==> src/include/tcoil_defines.svh <==
// timing counts, reset values and fixed codes of the telecoil switching block
`ifndef TCOIL_DEFINES_SVH
`define TCOIL_DEFINES_SVH

// memory slot entered while the telecoil switch is closed
`define TCOIL_MEMORY 2'h3
// memory slot active after reset
`define TCOIL_MEMORY_RST 2'h0
// sample period of the switch input in ns, and its count of 8 ns clock cycles
`define TCOIL_SAMPLE_NS 1000
`define TCOIL_CLK_NS 8
`define TCOIL_SAMPLE_CYC (`TCOIL_SAMPLE_NS / `TCOIL_CLK_NS)
// debounce counter reset value and least usable period (in samples)
`define TCOIL_CNT_RST 16'h0000
`define TCOIL_PERIOD_MIN 16'h0001

`endif

==> src/include/tcoil_pkg.sv <==
// types shared by the telecoil switching block
package tcoil_pkg;

    // switching state: normal selection, held in telecoil, debouncing an opening
    typedef enum logic [1:0] {
        ST_NORMAL = 2'b00,
        ST_TCOIL = 2'b01,
        ST_DEBOUNCE = 2'b10
    } tc_state_type;

    // configuration that travels together into the block
    typedef struct packed {
        logic auto_en;
        logic polarity;
        logic [15:0] period;
    } tc_cfg_type;

    // all state of the switching block
    typedef struct packed {
        tc_state_type st;
        logic [1:0] active;
        logic [1:0] saved;
        logic [15:0] cnt;
    } tc_reg_type;

    // all state of the sample divider
    typedef struct packed {
        logic [15:0] div;
        logic tick;
    } div_reg_type;

endpackage

==> src/rtl/sample_tick_divider.sv <==
// divider that makes the one-cycle switch sampling enable
`timescale 1ns/10ps
`include "tcoil_defines.svh"
module sample_tick_divider
    import tcoil_pkg::*;
#(
    parameter logic [15:0] DIV = 16'(`TCOIL_SAMPLE_CYC)
) (
    input wire logic clk,
    input wire logic reset,
    output logic tick
);
    div_reg_type r_ff;
    div_reg_type nxt_r;

    // count down and pulse once per wrap; a divide of 0 or 1 ticks every cycle
    always_comb begin
        nxt_r = r_ff;
        nxt_r.tick = 1'b0;
        if (r_ff.div == 16'h0000 || DIV <= 16'h0001) begin
            nxt_r.div = DIV - 16'h0001;
            nxt_r.tick = 1'b1;
        end else begin
            nxt_r.div = r_ff.div - 16'h0001;
        end
    end

    always_ff @(posedge clk) begin
        if (reset) begin
            r_ff <= '0;
        end else begin
            r_ff <= nxt_r;
        end
    end

    assign tick = r_ff.tick;
endmodule

==> src/rtl/telecoil_switch_debounce.sv <==
// automatic telecoil memory switching with a programmable debounce on opening
//
// Overview of operation
// [RQ1] closed switch with feature on selects memory four
// [RQ2] after debounced opening, restore the previous memory
// [RQ3] debounce period comes from a programmable setting
// [RQ4] closed-to-open change starts repeated monitoring
// [RQ5] leave memory four only after whole period open
// [RQ6] closed level follows the pull-up/pull-down setting
// [RQ7] any closed sample restarts the open count
//
// normal follows the requested memory; telecoil pins memory four; debounce
// keeps memory four while open samples are counted toward the period.
// the select input is taken as synchronous: a raw contact must be
// synchronised before it reaches this block, or a metastable sample can
// count as open or closed at random.
// the period is read live, so shortening it mid-debounce can end the wait
// early; that trade keeps the count free of a shadow copy of the setting.
// dropping the feature while in telecoil restores the kept memory at once.
`timescale 1ns/10ps
`include "tcoil_defines.svh"
module telecoil_switch_debounce
    import tcoil_pkg::*;
#(
    parameter logic [15:0] SAMPLE_DIV = 16'(`TCOIL_SAMPLE_CYC)
) (
    input wire logic MCLK,
    input wire logic RESET,
    input wire logic AUTO_TCOIL_EN,
    input wire logic SELECT_INPUT_POLARITY_SETTING,
    input wire logic [15:0] DEBOUNCE_PERIOD,
    input wire logic SECOND_MEMORY_SELECT_INPUT,
    input wire logic [1:0] REQUESTED_MEMORY,
    output logic [1:0] ACTIVE_MEMORY,
    output logic TCOIL_ACTIVE
);
    tc_cfg_type cfg;
    tc_reg_type r_ff;
    tc_reg_type nxt_r;
    logic sample_tick;
    logic sw_closed;
    logic [15:0] period_eff;
    logic [16:0] cnt_inc;
    logic period_done;

    // gather configuration pins into one carrier
    assign cfg = '{auto_en: AUTO_TCOIL_EN, polarity: SELECT_INPUT_POLARITY_SETTING,
                   period: DEBOUNCE_PERIOD};

    sample_tick_divider #(
        .DIV(SAMPLE_DIV)
    ) u_div (
        .clk(MCLK),
        .reset(RESET),
        .tick(sample_tick)
    );

    // polarity 1 = pulldown (closed reads high), 0 = pullup (closed reads low)
    assign sw_closed = (SECOND_MEMORY_SELECT_INPUT == cfg.polarity); // [RQ6]

    // clamp a period of zero to one; either value releases on the first open sample of debounce
    assign period_eff = (cfg.period < `TCOIL_PERIOD_MIN) ? `TCOIL_PERIOD_MIN : cfg.period; // [RQ3]
    assign cnt_inc = {1'b0, r_ff.cnt} + 17'h0_0001;
    assign period_done = (cnt_inc >= {1'b0, period_eff}); // [RQ3]

    // next-state logic; the switch is only looked at on sample enables, so a
    // bounce shorter than one sample period is seen only if it covers an enable
    // the first open sample only moves telecoil to debounce and is not counted,
    // so the release needs a full period of further open samples
    always_comb begin
        nxt_r = r_ff;
        unique case (r_ff.st)
            ST_NORMAL: begin
                nxt_r.active = REQUESTED_MEMORY;
                nxt_r.cnt = `TCOIL_CNT_RST;
                if (cfg.auto_en && sample_tick && sw_closed) begin
                    nxt_r.saved = r_ff.active; // memory in use before the jump
                    nxt_r.active = `TCOIL_MEMORY; // [RQ1]
                    nxt_r.st = ST_TCOIL;
                end
            end
            ST_TCOIL: begin
                nxt_r.active = `TCOIL_MEMORY;
                nxt_r.cnt = `TCOIL_CNT_RST;
                if (sample_tick && !sw_closed) begin
                    nxt_r.st = ST_DEBOUNCE; // [RQ4] watch rather than act
                end
            end
            ST_DEBOUNCE: begin
                nxt_r.active = `TCOIL_MEMORY;
                if (sample_tick) begin
                    if (sw_closed) begin
                        nxt_r.st = ST_TCOIL; // [RQ7] bounce seen, start over
                        nxt_r.cnt = `TCOIL_CNT_RST; // [RQ7]
                    end else if (period_done) begin
                        nxt_r.st = ST_NORMAL; // [RQ5] open for the whole period
                        nxt_r.active = r_ff.saved; // [RQ2]
                        nxt_r.cnt = `TCOIL_CNT_RST;
                    end else begin
                        nxt_r.cnt = cnt_inc[15:0]; // [RQ5]
                    end
                end
            end
            default: begin
                nxt_r.st = ST_NORMAL;
                nxt_r.active = `TCOIL_MEMORY_RST;
                nxt_r.cnt = `TCOIL_CNT_RST;
            end
        endcase
        // turning the feature off drops telecoil at once and restores the old memory
        if (!cfg.auto_en && r_ff.st != ST_NORMAL) begin
            nxt_r.st = ST_NORMAL;
            nxt_r.active = r_ff.saved;
            nxt_r.cnt = `TCOIL_CNT_RST;
        end
    end

    // single register for all state
    always_ff @(posedge MCLK) begin
        if (RESET) begin
            r_ff <= '{st: ST_NORMAL, active: `TCOIL_MEMORY_RST, saved: `TCOIL_MEMORY_RST,
                      cnt: `TCOIL_CNT_RST};
        end else begin
            r_ff <= nxt_r;
        end
    end

    // memory in use and telecoil flag, both straight from the state register
    assign ACTIVE_MEMORY = r_ff.active;
    assign TCOIL_ACTIVE = (r_ff.st != ST_NORMAL);
endmodule

==> config.mk <==
export PLATFORM = sky130hd
export DESIGN_NAME = telecoil_switch_debounce
export DESIGN_NICKNAME = d
export VERILOG_FILES = /design/src/include/tcoil_pkg.sv /design/src/rtl/sample_tick_divider.sv /design/src/rtl/telecoil_switch_debounce.sv
export VERILOG_INCLUDE_DIRS = /design/src /design/src/include
export SDC_FILE = /design/constraint.sdc
export NUM_CORES = 1
export LEC_CHECK = 0
export BUFFER_PORTS_ARGS = -buffer_cell sky130_fd_sc_hd__buf_2
export CAP_MARGIN = 20
export CELL_PAD_IN_SITES_DETAIL_PLACEMENT = 1
export CELL_PAD_IN_SITES_GLOBAL_PLACEMENT = 1
export CORE_ASPECT_RATIO = 1.25
export CORE_MARGIN = 4
export CORE_UTILIZATION = 47
export CTS_CLUSTER_SIZE = 10
export DETAILED_ROUTE_END_ITERATION = 8
export GPL_ROUTABILITY_DRIVEN = 0
export PLACE_DENSITY = 0.88
export SLEW_MARGIN = 20
export SYNTH_ARGS = -nofsm -noshare
export SYNTH_HDL_FRONTEND = slang
export SYNTH_HIERARCHICAL = 1
export SYNTH_SLANG_ARGS = --single-unit
==> constraint.sdc <==
create_clock -name MCLK -period 8.6 [get_ports MCLK]
set_clock_uncertainty 0.05 [all_clocks]
set_input_delay 0 -clock MCLK [delete_from_list [all_inputs] [get_ports MCLK]]
set_output_delay 0 -clock MCLK [all_outputs]
set_load 0.02 [all_outputs]
* Word level (Yosys, flattened, before mapping)
Index checks and enable logic that the tools add are counted.
Cells by class: magnitude comparators 2, equality and inequality tests 7, bitwise gates (word level) 1, mux-type cells 13, reduce and logical (&&, ||, !) cells 14, $add $sub $neg 2
Operators with widths (count):
- two-way mux 16 bit | 3
- adder 16 x 1 -> 17 bit (second input constant) | 1
- >= comparator 17 x 16 -> 1 bit | 1
- zero test 16 bit | 1
- < comparator 16 x 1 -> 1 bit (second input constant) | 1
- subtractor 16 x 1 -> 16 bit (second input constant) | 1
- one-hot mux 4 bit (3 select lines) | 1
- two-way mux 2 bit | 4
- two-way mux 4 bit | 2
- two-way mux 7 bit | 1
- two-way mux 6 bit | 1
- logical AND 1 bit | 4
- != test 2 bit (second input constant) | 2
- AND reduction 4 bit | 1
- OR reduction 2 bit | 2
- != test 3 bit (second input constant) | 1
- OR reduction 3 bit | 1
- == test 2 x 1 -> 1 bit (second input constant) | 1
- == test 2 bit (second input constant) | 1
- zero test 1 bit | 2
- zero test 2 bit | 1
- != test 2 x 1 -> 1 bit (second input constant) | 1
- AND reduction 2 bit | 1
- nonzero test 2 bit | 1
- other kinds (3) | 3
Storage, ports and cells: input port bits 23, flip-flop bits (word level) 39, word-level logic and storage cells 46, output and inout bits 3

* Logic depth before layout (Yosys ltp)
Gate-level depths: netlist of the first run.
depth after elaboration 8, depth in mapped cells 14, depth with buffers taken out 12

* Hierarchy
Netlist of the first run, hierarchy kept.
Modules (own cells, without submodules):
- telecoil_switch_debounce | cells each 205, seq. area each 440.4 sq um, area each 1669.1 sq um, instances 1
- sample_tick_divider | cells each 79, seq. area each 340.3 sq um, area each 735.7 sq um, instances 1

* Worst setup path after synthesis of the first run
Ideal clock, no wire load.
kind reg2reg, start point register, netlist name r_ff[0], end point register r_ff (netlist bit ACTIVE_MEMORY[0]), setup slack 5568 ps, buffers on the path 1, stages on the path, launching flop included 14, data arrival time 2863 ps, required time 8431 ps, clock period less this slack 3032 ps, setup time 119 ps, path through dfxtp_1 > ha_1 > nand3_2 > nor4_4 > nand3_1 > xnor2_1 > ha_1 > nand4_1 > nor4_1 > a211oi_1 > and4_4 > buf_6 > nand4b_4 > o221a_1
RTL lines:
- end signal: assignment | RTL line telecoil_switch_debounce.sv:121 | r_ff <= '{st: ST_NORMAL, active: `TCOIL_MEMORY_RST, saved: `TCOIL_MEMORY_RST,
- end signal: assignment | RTL line telecoil_switch_debounce.sv:124 | r_ff <= nxt_r;
- end: declaration | RTL line telecoil_switch_debounce.sv:38 | tc_reg_type r_ff;

==> out/metrics.yaml, run 1 <==
critical_path:
  crit_family: "simple AND/OR/NAND/NOR gates"
  endpoint: "ACTIVE_MEMORY[0]"
  crit_type: "flip-flop to flip-flop"
  r2r_start: "r_ff[0]"
  r2r_setup_slack_ns: 5.25
  crit_required_ns: 8.74
  crit_fanout: 18
  cp.buffers_inverters: 0
  critPathCaptureType: "flip-flop"
  cpMaxStageDelayCell: "nor4_4"
  r2r_cells: 12
  max_stage_delay_ns: 0.45
  cp.depth: 12
  cp_cell_sequence: "ha_1 > nand3_2 > nor4_4 > nand3_1 > xnor2_1 > ha_1 > nand4_1 > nor4_1 > a211oi_1 > and4_4 > nand4b_4 > o221a_1"
  start_kind: "flip-flop"
  cp-startpoint: "r_ff[0]"
  cp_data_arrival_time_ns: 3.49
  crit_top_cell: "ha_1"
  r2r-end: "ACTIVE_MEMORY[0]"
place:
  port_buffers: 25
  pre_cts_ws_ns: 5.26
  place_hpwl_mm: 4.53
floorplan:
  dieArea_mm2: 0.00633
  rows: 28
  die_h_um: 88.0
  core_area_mm2: 0.00483
  pin_count: 26
  die_w_um: 72.0
  start_util: 0.497
route:
  final_antenna_net_count: 0
  drc: 0
  via_per_inst: 5.85
  detail_route.first_pass.iterations: 4
  num_vias: 2164
  drt_iter0_drc: 93
  wl_mm: 5.93
  wire_per_inst_um: 16.0
layout:
  drive_gt1_frac: 0.145
  layout.nets: 350
  diodes: 0
  final_cell_mix: "39 x dfxtp_1, 39 x nor2_1, 25 x buf_2"
  syn_to_final_growth_pct: 11.4
  final_util: 0.554
power:
  power.leakage_uw: 0.00115
  total_power_uw: 583
  max-vdd-ir-drop_uv: 182
  power_density_mw_per_mm2: 218
clock_tree:
  ctsHtreeMaxLevel: 2
  clk_pin_slew_ns: 0.08
  clockBufferDepth: 2
  insertion_delay_ns: 0.30
  cts_tree: "built"
  cts_buffers: 5
  cts.sinks: 39
  cts_resized: 0
  clockRootBuffer: "clkbuf_8"
yosys:
  yosysSeqAreaShare: 0.325
  netlist_instances: 284
  synthFlopType: "dfxtp_1"
  netlist_area_mm2: 0.00240
  ys_seq_elements: 39
  ys_types: 49
  synthArstFlopShare: 0
  syn-num-nets: 325
  synth_area_per_cell_um2: 8.47
  synth_enable_flop_cells: 0
  synth_warnings: 6
global_route:
  grt_max_degree: 20
  track_usage: 0.205
  grt_pass1_vias: 2267
  antenna_found_initial: 0
  grt_pass1_wl_mm: 10.3
  gr-total-overflow: 0
timing:
  setup_tns_ns: 0
  fmax_ghz: 0.298
  finalHoldViolations: 0
  fin_ws_ns: 5.25
  slew_viol_final: 0
  setup_viol: 0
  slew_headroom: 0.379
  period_minus_slack_ns: 3.35
  worst_slew_pin_slew_ns: 0.930
  rsz0062_at_grt: "no"
  post-route-period-util: 0.390
worst_hold_path:
  hold_class: "input pin to flip-flop"
flow_run:
  drv_cap: 0
outcome:
  status: "finished clean"
==> area by class of cell <==
cell class	instances	area, um2
inverter	20	75.1
timing repair buffer	28	155
sequential	39	781
clock buffer	5	68.8
tap	60	75.1
clock inverter	3	43.8
multi-input combinational	215	1480
fill	604	2150
==> worst reg2reg max path: stages, from the launching register on <==
cell	delay (ns)
dfxtp_1	0.42
ha_1	0.23
nand3_2	0.16
nor4_4	0.45
nand3_1	0.14
xnor2_1	0.17
ha_1	0.31
nand4_1	0.14
nor4_1	0.31
a211oi_1	0.09
and4_4	0.28
nand4b_4	0.19
o221a_1	0.29
==> how the worst min path moves through the flow <==
stage / start / to / slack, ns / depth (start not counted)
finish: AUTO_TCOIL_EN / ACTIVE_MEMORY[1] / 0.1 / 3
global route: AUTO_TCOIL_EN / ACTIVE_MEMORY[1] / 0.13 / 3
CTS: AUTO_TCOIL_EN / ACTIVE_MEMORY[1] / 0.08 / 3
detailed placement: REQUESTED_MEMORY[1] / ACTIVE_MEMORY[1] / 0.22 / 2
global placement: REQUESTED_MEMORY[1] / ACTIVE_MEMORY[1] / 0.21 / 2
floorplan: RESET / r_ff[16] / 0.02 / 1
==> cell usage after synthesis (2+ instances only) <==
cell	count	area share
a211oi_1	3	0.0094
a21o_1	2	0.0062
a21oi_1	11	0.023
a32oi_1	11	0.040
and3_1	4	0.010
buf_4	2	0.0062
buf_6	3	0.014
clkbuf_1	5	0.0078
dfxtp_1	39	0.32
ha_1	18	0.094
inv_1	19	0.030
mux2i_1	3	0.012
nand2_1	20	0.031
nand2b_1	2	0.0052
nand3_1	11	0.023
nand3b_1	3	0.0094
nand4_1	7	0.018
nor2_1	39	0.061
nor2b_1	4	0.010
nor3_1	10	0.021
nor4_1	7	0.018
nor4_4	2	0.018
o211ai_1	5	0.016
o21ai_0	4	0.0083
o221a_1	2	0.0094
o31ai_1	2	0.0062
or2_2	3	0.0078
xnor2_1	10	0.036
xor2_1	13	0.047
==> state kept, by name, summed over array words and instances (netlist names) <==
signal         count
r_ff              20
u_div/r_ff        16
ACTIVE_MEMORY      2
u_div/tick         1
==> what timing repair did <==
| item | 4_1_cts | 5_1_grt |
|---|---|---|
| hold buffers | 3 | 0 |
| hold endpoints to repair | 10 | 0 |
| buffers inserted | 0 | 0 |
==> power by group <==
part           switching [uW]  total (uW)  internal [uW]
combinational             110         187           76.9
sequential               33.7         243            209
clock                    66.4         153           86.4
==> metrics by stage <==
step | instance area, um2 | hold WS [ns] | instances
4_1_cts | 2680 | 0.0824 | 370
6_report | 2680 | 0.0974 | 370
3_5_place_dp | 2540 | 0.222 | 359
2_1_floorplan | 2400 | 0.0224 | 284
5_1_grt | 2680 | 0.127 | 370
3_3_place_gp | 2540 | 0.212 | 359
==> cell families (layout without fill, tap and decap cells) <==
| logic type | after synthesis | count (layout) | share of synthesized area |
|---|---|---|---|
| AND/OR/NAND/NOR | 123 | 123 | 0.280 |
| XOR/XNOR | 23 | 23 | 0.0838 |
| buffers and inverters | 30 | 56 | 0.0593 |
| multiplexers | 3 | 3 | 0.0125 |
| flip-flops | 39 | 39 | 0.325 |
| adder cells (fa/ha/maj) | 18 | 18 | 0.0937 |
| AO/OA/AOI/OAI | 48 | 48 | 0.146 |
==> layer usage <==
metal | wire length (um) | vias up | track usage
met2 | 3170 | 36 | 0.390
met1 | 2490 | 1052 | 0.234
li1 | - | 1068 | -
met3 | 196 | 8 | 0.0321
met4 | 78 | 0 | 0.0598
met5 | 0 | - | 0
No activity file was read; power rests on OpenSTA's default activity.
==> run 2: changes to the inputs <==
Settings changed: CORE_UTILIZATION 47 to 44, PLACE_DENSITY 0.88 to 0.83.
Clock period 8.6 ns to 3.5 ns, I/O delays scaled along.
==> run 2 against run 1 <==
Sequential cell count is the same. Sequential power increased by 140%. Final area rose by 0.28%. Critical path type unchanged.
==> out/metrics.yaml, run 2 (synthesis results as in run 1) <==
route:
  detail_route.first_pass.iterations: 4  # unchanged
  via_per_inst: 5.83  # was 5.85
  final_antenna_net_count: 0  # unchanged
  wl_met1_mm: 2.52  # was 2.49 mm
  wl_met3_um: 214  # was 196 um
  drt_iter0_drc: 115  # was 93
  wl_mm: 5.90  # was 5.93 mm
  dr_wl_met2_mm: 3.09  # was 3.17 mm
  num_vias: 2175  # was 2,164
  drc: 0  # unchanged
  wire_per_inst_um: 15.8  # was 16.0 um
  top_layer_used: "met4"  # unchanged
clock_tree:
  cts_buffers: 5  # unchanged
  cts_tree: "built"  # unchanged
  clockBufferDepth: 2  # unchanged
  insertion_delay_ns: 0.29  # was 0.30 ns
  cts_resized: 0  # unchanged
  cts.sinks: 39  # unchanged
  clk_pin_slew_ns: 0.08  # about the same
  clockRootBuffer: "clkbuf_8"  # unchanged
  ctsHtreeMaxLevel: 2  # unchanged
timing:
  fmax_ghz: 0.316  # was 0.298 GHz
  setup_viol: 0  # unchanged
  post-route-period-util: 0.904  # was 0.390
  period_minus_slack_ns: 3.16  # was 3.35 ns
  slew_viol_final: 0  # unchanged
  setup_tns_ns: 0  # unchanged
  slew_headroom: 0.423  # was 0.379
  rsz0062_at_grt: "no"  # unchanged
  worst_slew_pin_slew_ns: 0.859  # was 0.930 ns
  finalHoldViolations: 0  # unchanged
floorplan:
  rows: 29  # was 28
  die_w_um: 74.1  # was 72.0 um
  pin_count: 26  # unchanged
  core_area_mm2: 0.00519  # was 0.00483 mm2
  die_h_um: 90.7  # was 88.0 um
  dieArea_mm2: 0.00672  # was 0.00633 mm2
  start_util: 0.463  # was 0.497
place:
  dpl-instance-area_mm2: 0.00255  # was 0.00254 mm2
  port_buffers: 25  # unchanged
  place_hpwl_mm: 4.54  # was 4.53 mm
power:
  p_switching_uw: 489  # was 211 uW
  p_int_uw: 915  # was 373 uW
  power.share.clock: 0.254  # was 0.262
  p_comb_frac: 0.322  # was 0.321
  sequentialPowerShare: 0.424  # was 0.417
  power.leakage_uw: 0.00116  # was 0.00115 uW
  power_density_mw_per_mm2: 522  # was 218 mW/mm2
  switching_share: 0.348  # was 0.361
  max-vdd-ir-drop_uv: 409  # was 182 uV
critical_path:
  r2r_start: "r_ff[0]"  # unchanged
  cp_cell_sequence: "ha_1 > nand3_2 > o21a_1 > or2_2 > ha_1 > nand4_1 > nor4_1 > a211oi_1 > and4_4 > nand4b_4 > o221a_1"  # was ha_1 > nand3_2 > nor4_4 > nand3_1 > xnor2_1 > ha_1 > nand4_1 > nor4_1 > a211oi_1 > and4_4 > nand4b_4 > o221a_1
  crit_required_ns: 3.63  # was 8.74 ns
  crit_family: "simple AND/OR/NAND/NOR gates"  # unchanged
  crit_fanout: 18  # unchanged
  start_kind: "flip-flop"  # unchanged
  cpMaxStageDelayCell: "dfxtp_1"  # was nor4_4
  cp.buffers_inverters: 0  # unchanged
  max_stage_delay_ns: 0.42  # was 0.45 ns
  crit_type: "flip-flop to flip-flop"  # unchanged
  critPathCaptureType: "flip-flop"  # unchanged
  cp_data_arrival_time_ns: 3.30  # was 3.49 ns
  cp-startpoint: "r_ff[0]"  # unchanged
  crit_top_cell: "ha_1"  # unchanged
layout:
  fin_area_mm2: 0.00269  # was 0.00268 mm2
  fillers: 657  # was 604
  diodes: 0  # unchanged
  seq_area_um2: 781  # unchanged
  regMostFlops: "r_ff"  # unchanged
  drive_gt1_frac: 0.145  # about the same
  multiInputGateArea_mm2: 0.00148  # unchanged
  largest_reg_flops: 20  # unchanged
  syn_to_final_growth_pct: 11.8  # was 11.4%
  layout.nets: 352  # was 350
  final_cell_mix: "39 x dfxtp_1, 39 x nor2_1, 25 x buf_2"  # unchanged
global_route:
  track_usage: 0.184  # was 0.205
  grt_max_degree: 19  # was 20
  gr-total-overflow: 0  # unchanged
  grt_pass1_wl_mm: 9.94  # was 10.3 mm
  grt_pass1_vias: 2205  # was 2,267
  antenna_found_initial: 0  # unchanged
outcome:
  status: "finished clean"  # unchanged
worst_hold_path:
  hold_start: "AUTO_TCOIL_EN"  # unchanged
  hold_class: "input pin to flip-flop"  # unchanged
flow_run:
  drv_cap: 0  # unchanged
run 2: cell count changes in the layout (fill, tap and decap cells not counted):
cell and change:
buf_4 +2, clkinv_2 -1, clkbuf_1 +1, clkinv_4 -1
run 2: path summary, 6_finish.rpt:
path,endpoint,slack (ns),cells past startpoint
setup / recovery,ACTIVE_MEMORY[1],0.34,11
hold / removal,ACTIVE_MEMORY[0],0.12,3
setup reg to reg,ACTIVE_MEMORY[1],0.34,11
hold reg to reg,u_div/r_ff[1],0.40,1
run 2: cell type report:
type / instances / area share
multi-input cells: 215 / 0.551
flip-flops and latches: 39 / 0.291
repair buffers: 30 / 0.0633
well taps: 62 / 0.0289
inverters: 20 / 0.0279
clock buffers: 6 / 0.0270
clock inverters: 1 / 0.0112
run 2: per-stage QoR:
stage | worst slack, ns | std cells | util | hold slack (ns) | total power [uW]
6_report | 0.335 | 373 | 0.518 | 0.115 | 1400
5_1_grt | 0.0818 | 373 | 0.518 | 0.116 | 1520
4_1_cts | 0.0747 | 372 | 0.517 | 0.103 | 1430
3_5_place_dp | 0.102 | 362 | 0.491 | 0.235 | 1050
3_3_place_gp | 0.328 | 362 | 0.491 | 0.213 | 1030
2_1_floorplan | 0.468 | 284 | - | 0.0224 | 950
run 2: metal layers:
layer  vias up  track usage
met4         0       0.0604
li1       1067            -
met1      1065        0.222
met2        38        0.325
met3         5       0.0267
met5         -            0
run 2: timing repair:
action                                 4_1_cts  5_1_grt
setup endpoints to repair                    0       14
hold buffers                                 3        0
setup buffers                                0        1
endpoints found under the hold margin       10        0
run 2: power by group through the flow:
stage               Combinational [uW]  Sequential (uW)  Clock [uW]
floorplan                          367              583           0
global placement                   436              598           0
detailed placement                 452              602           0
CTS                                459              594         372
global route                       523              604         389
finish                             452              595         357
run 2: worst min-delay path: stages:
cell and delay [ns]:
buf_2 0.15, nand4b_4 0.11, o221a_1 0.16
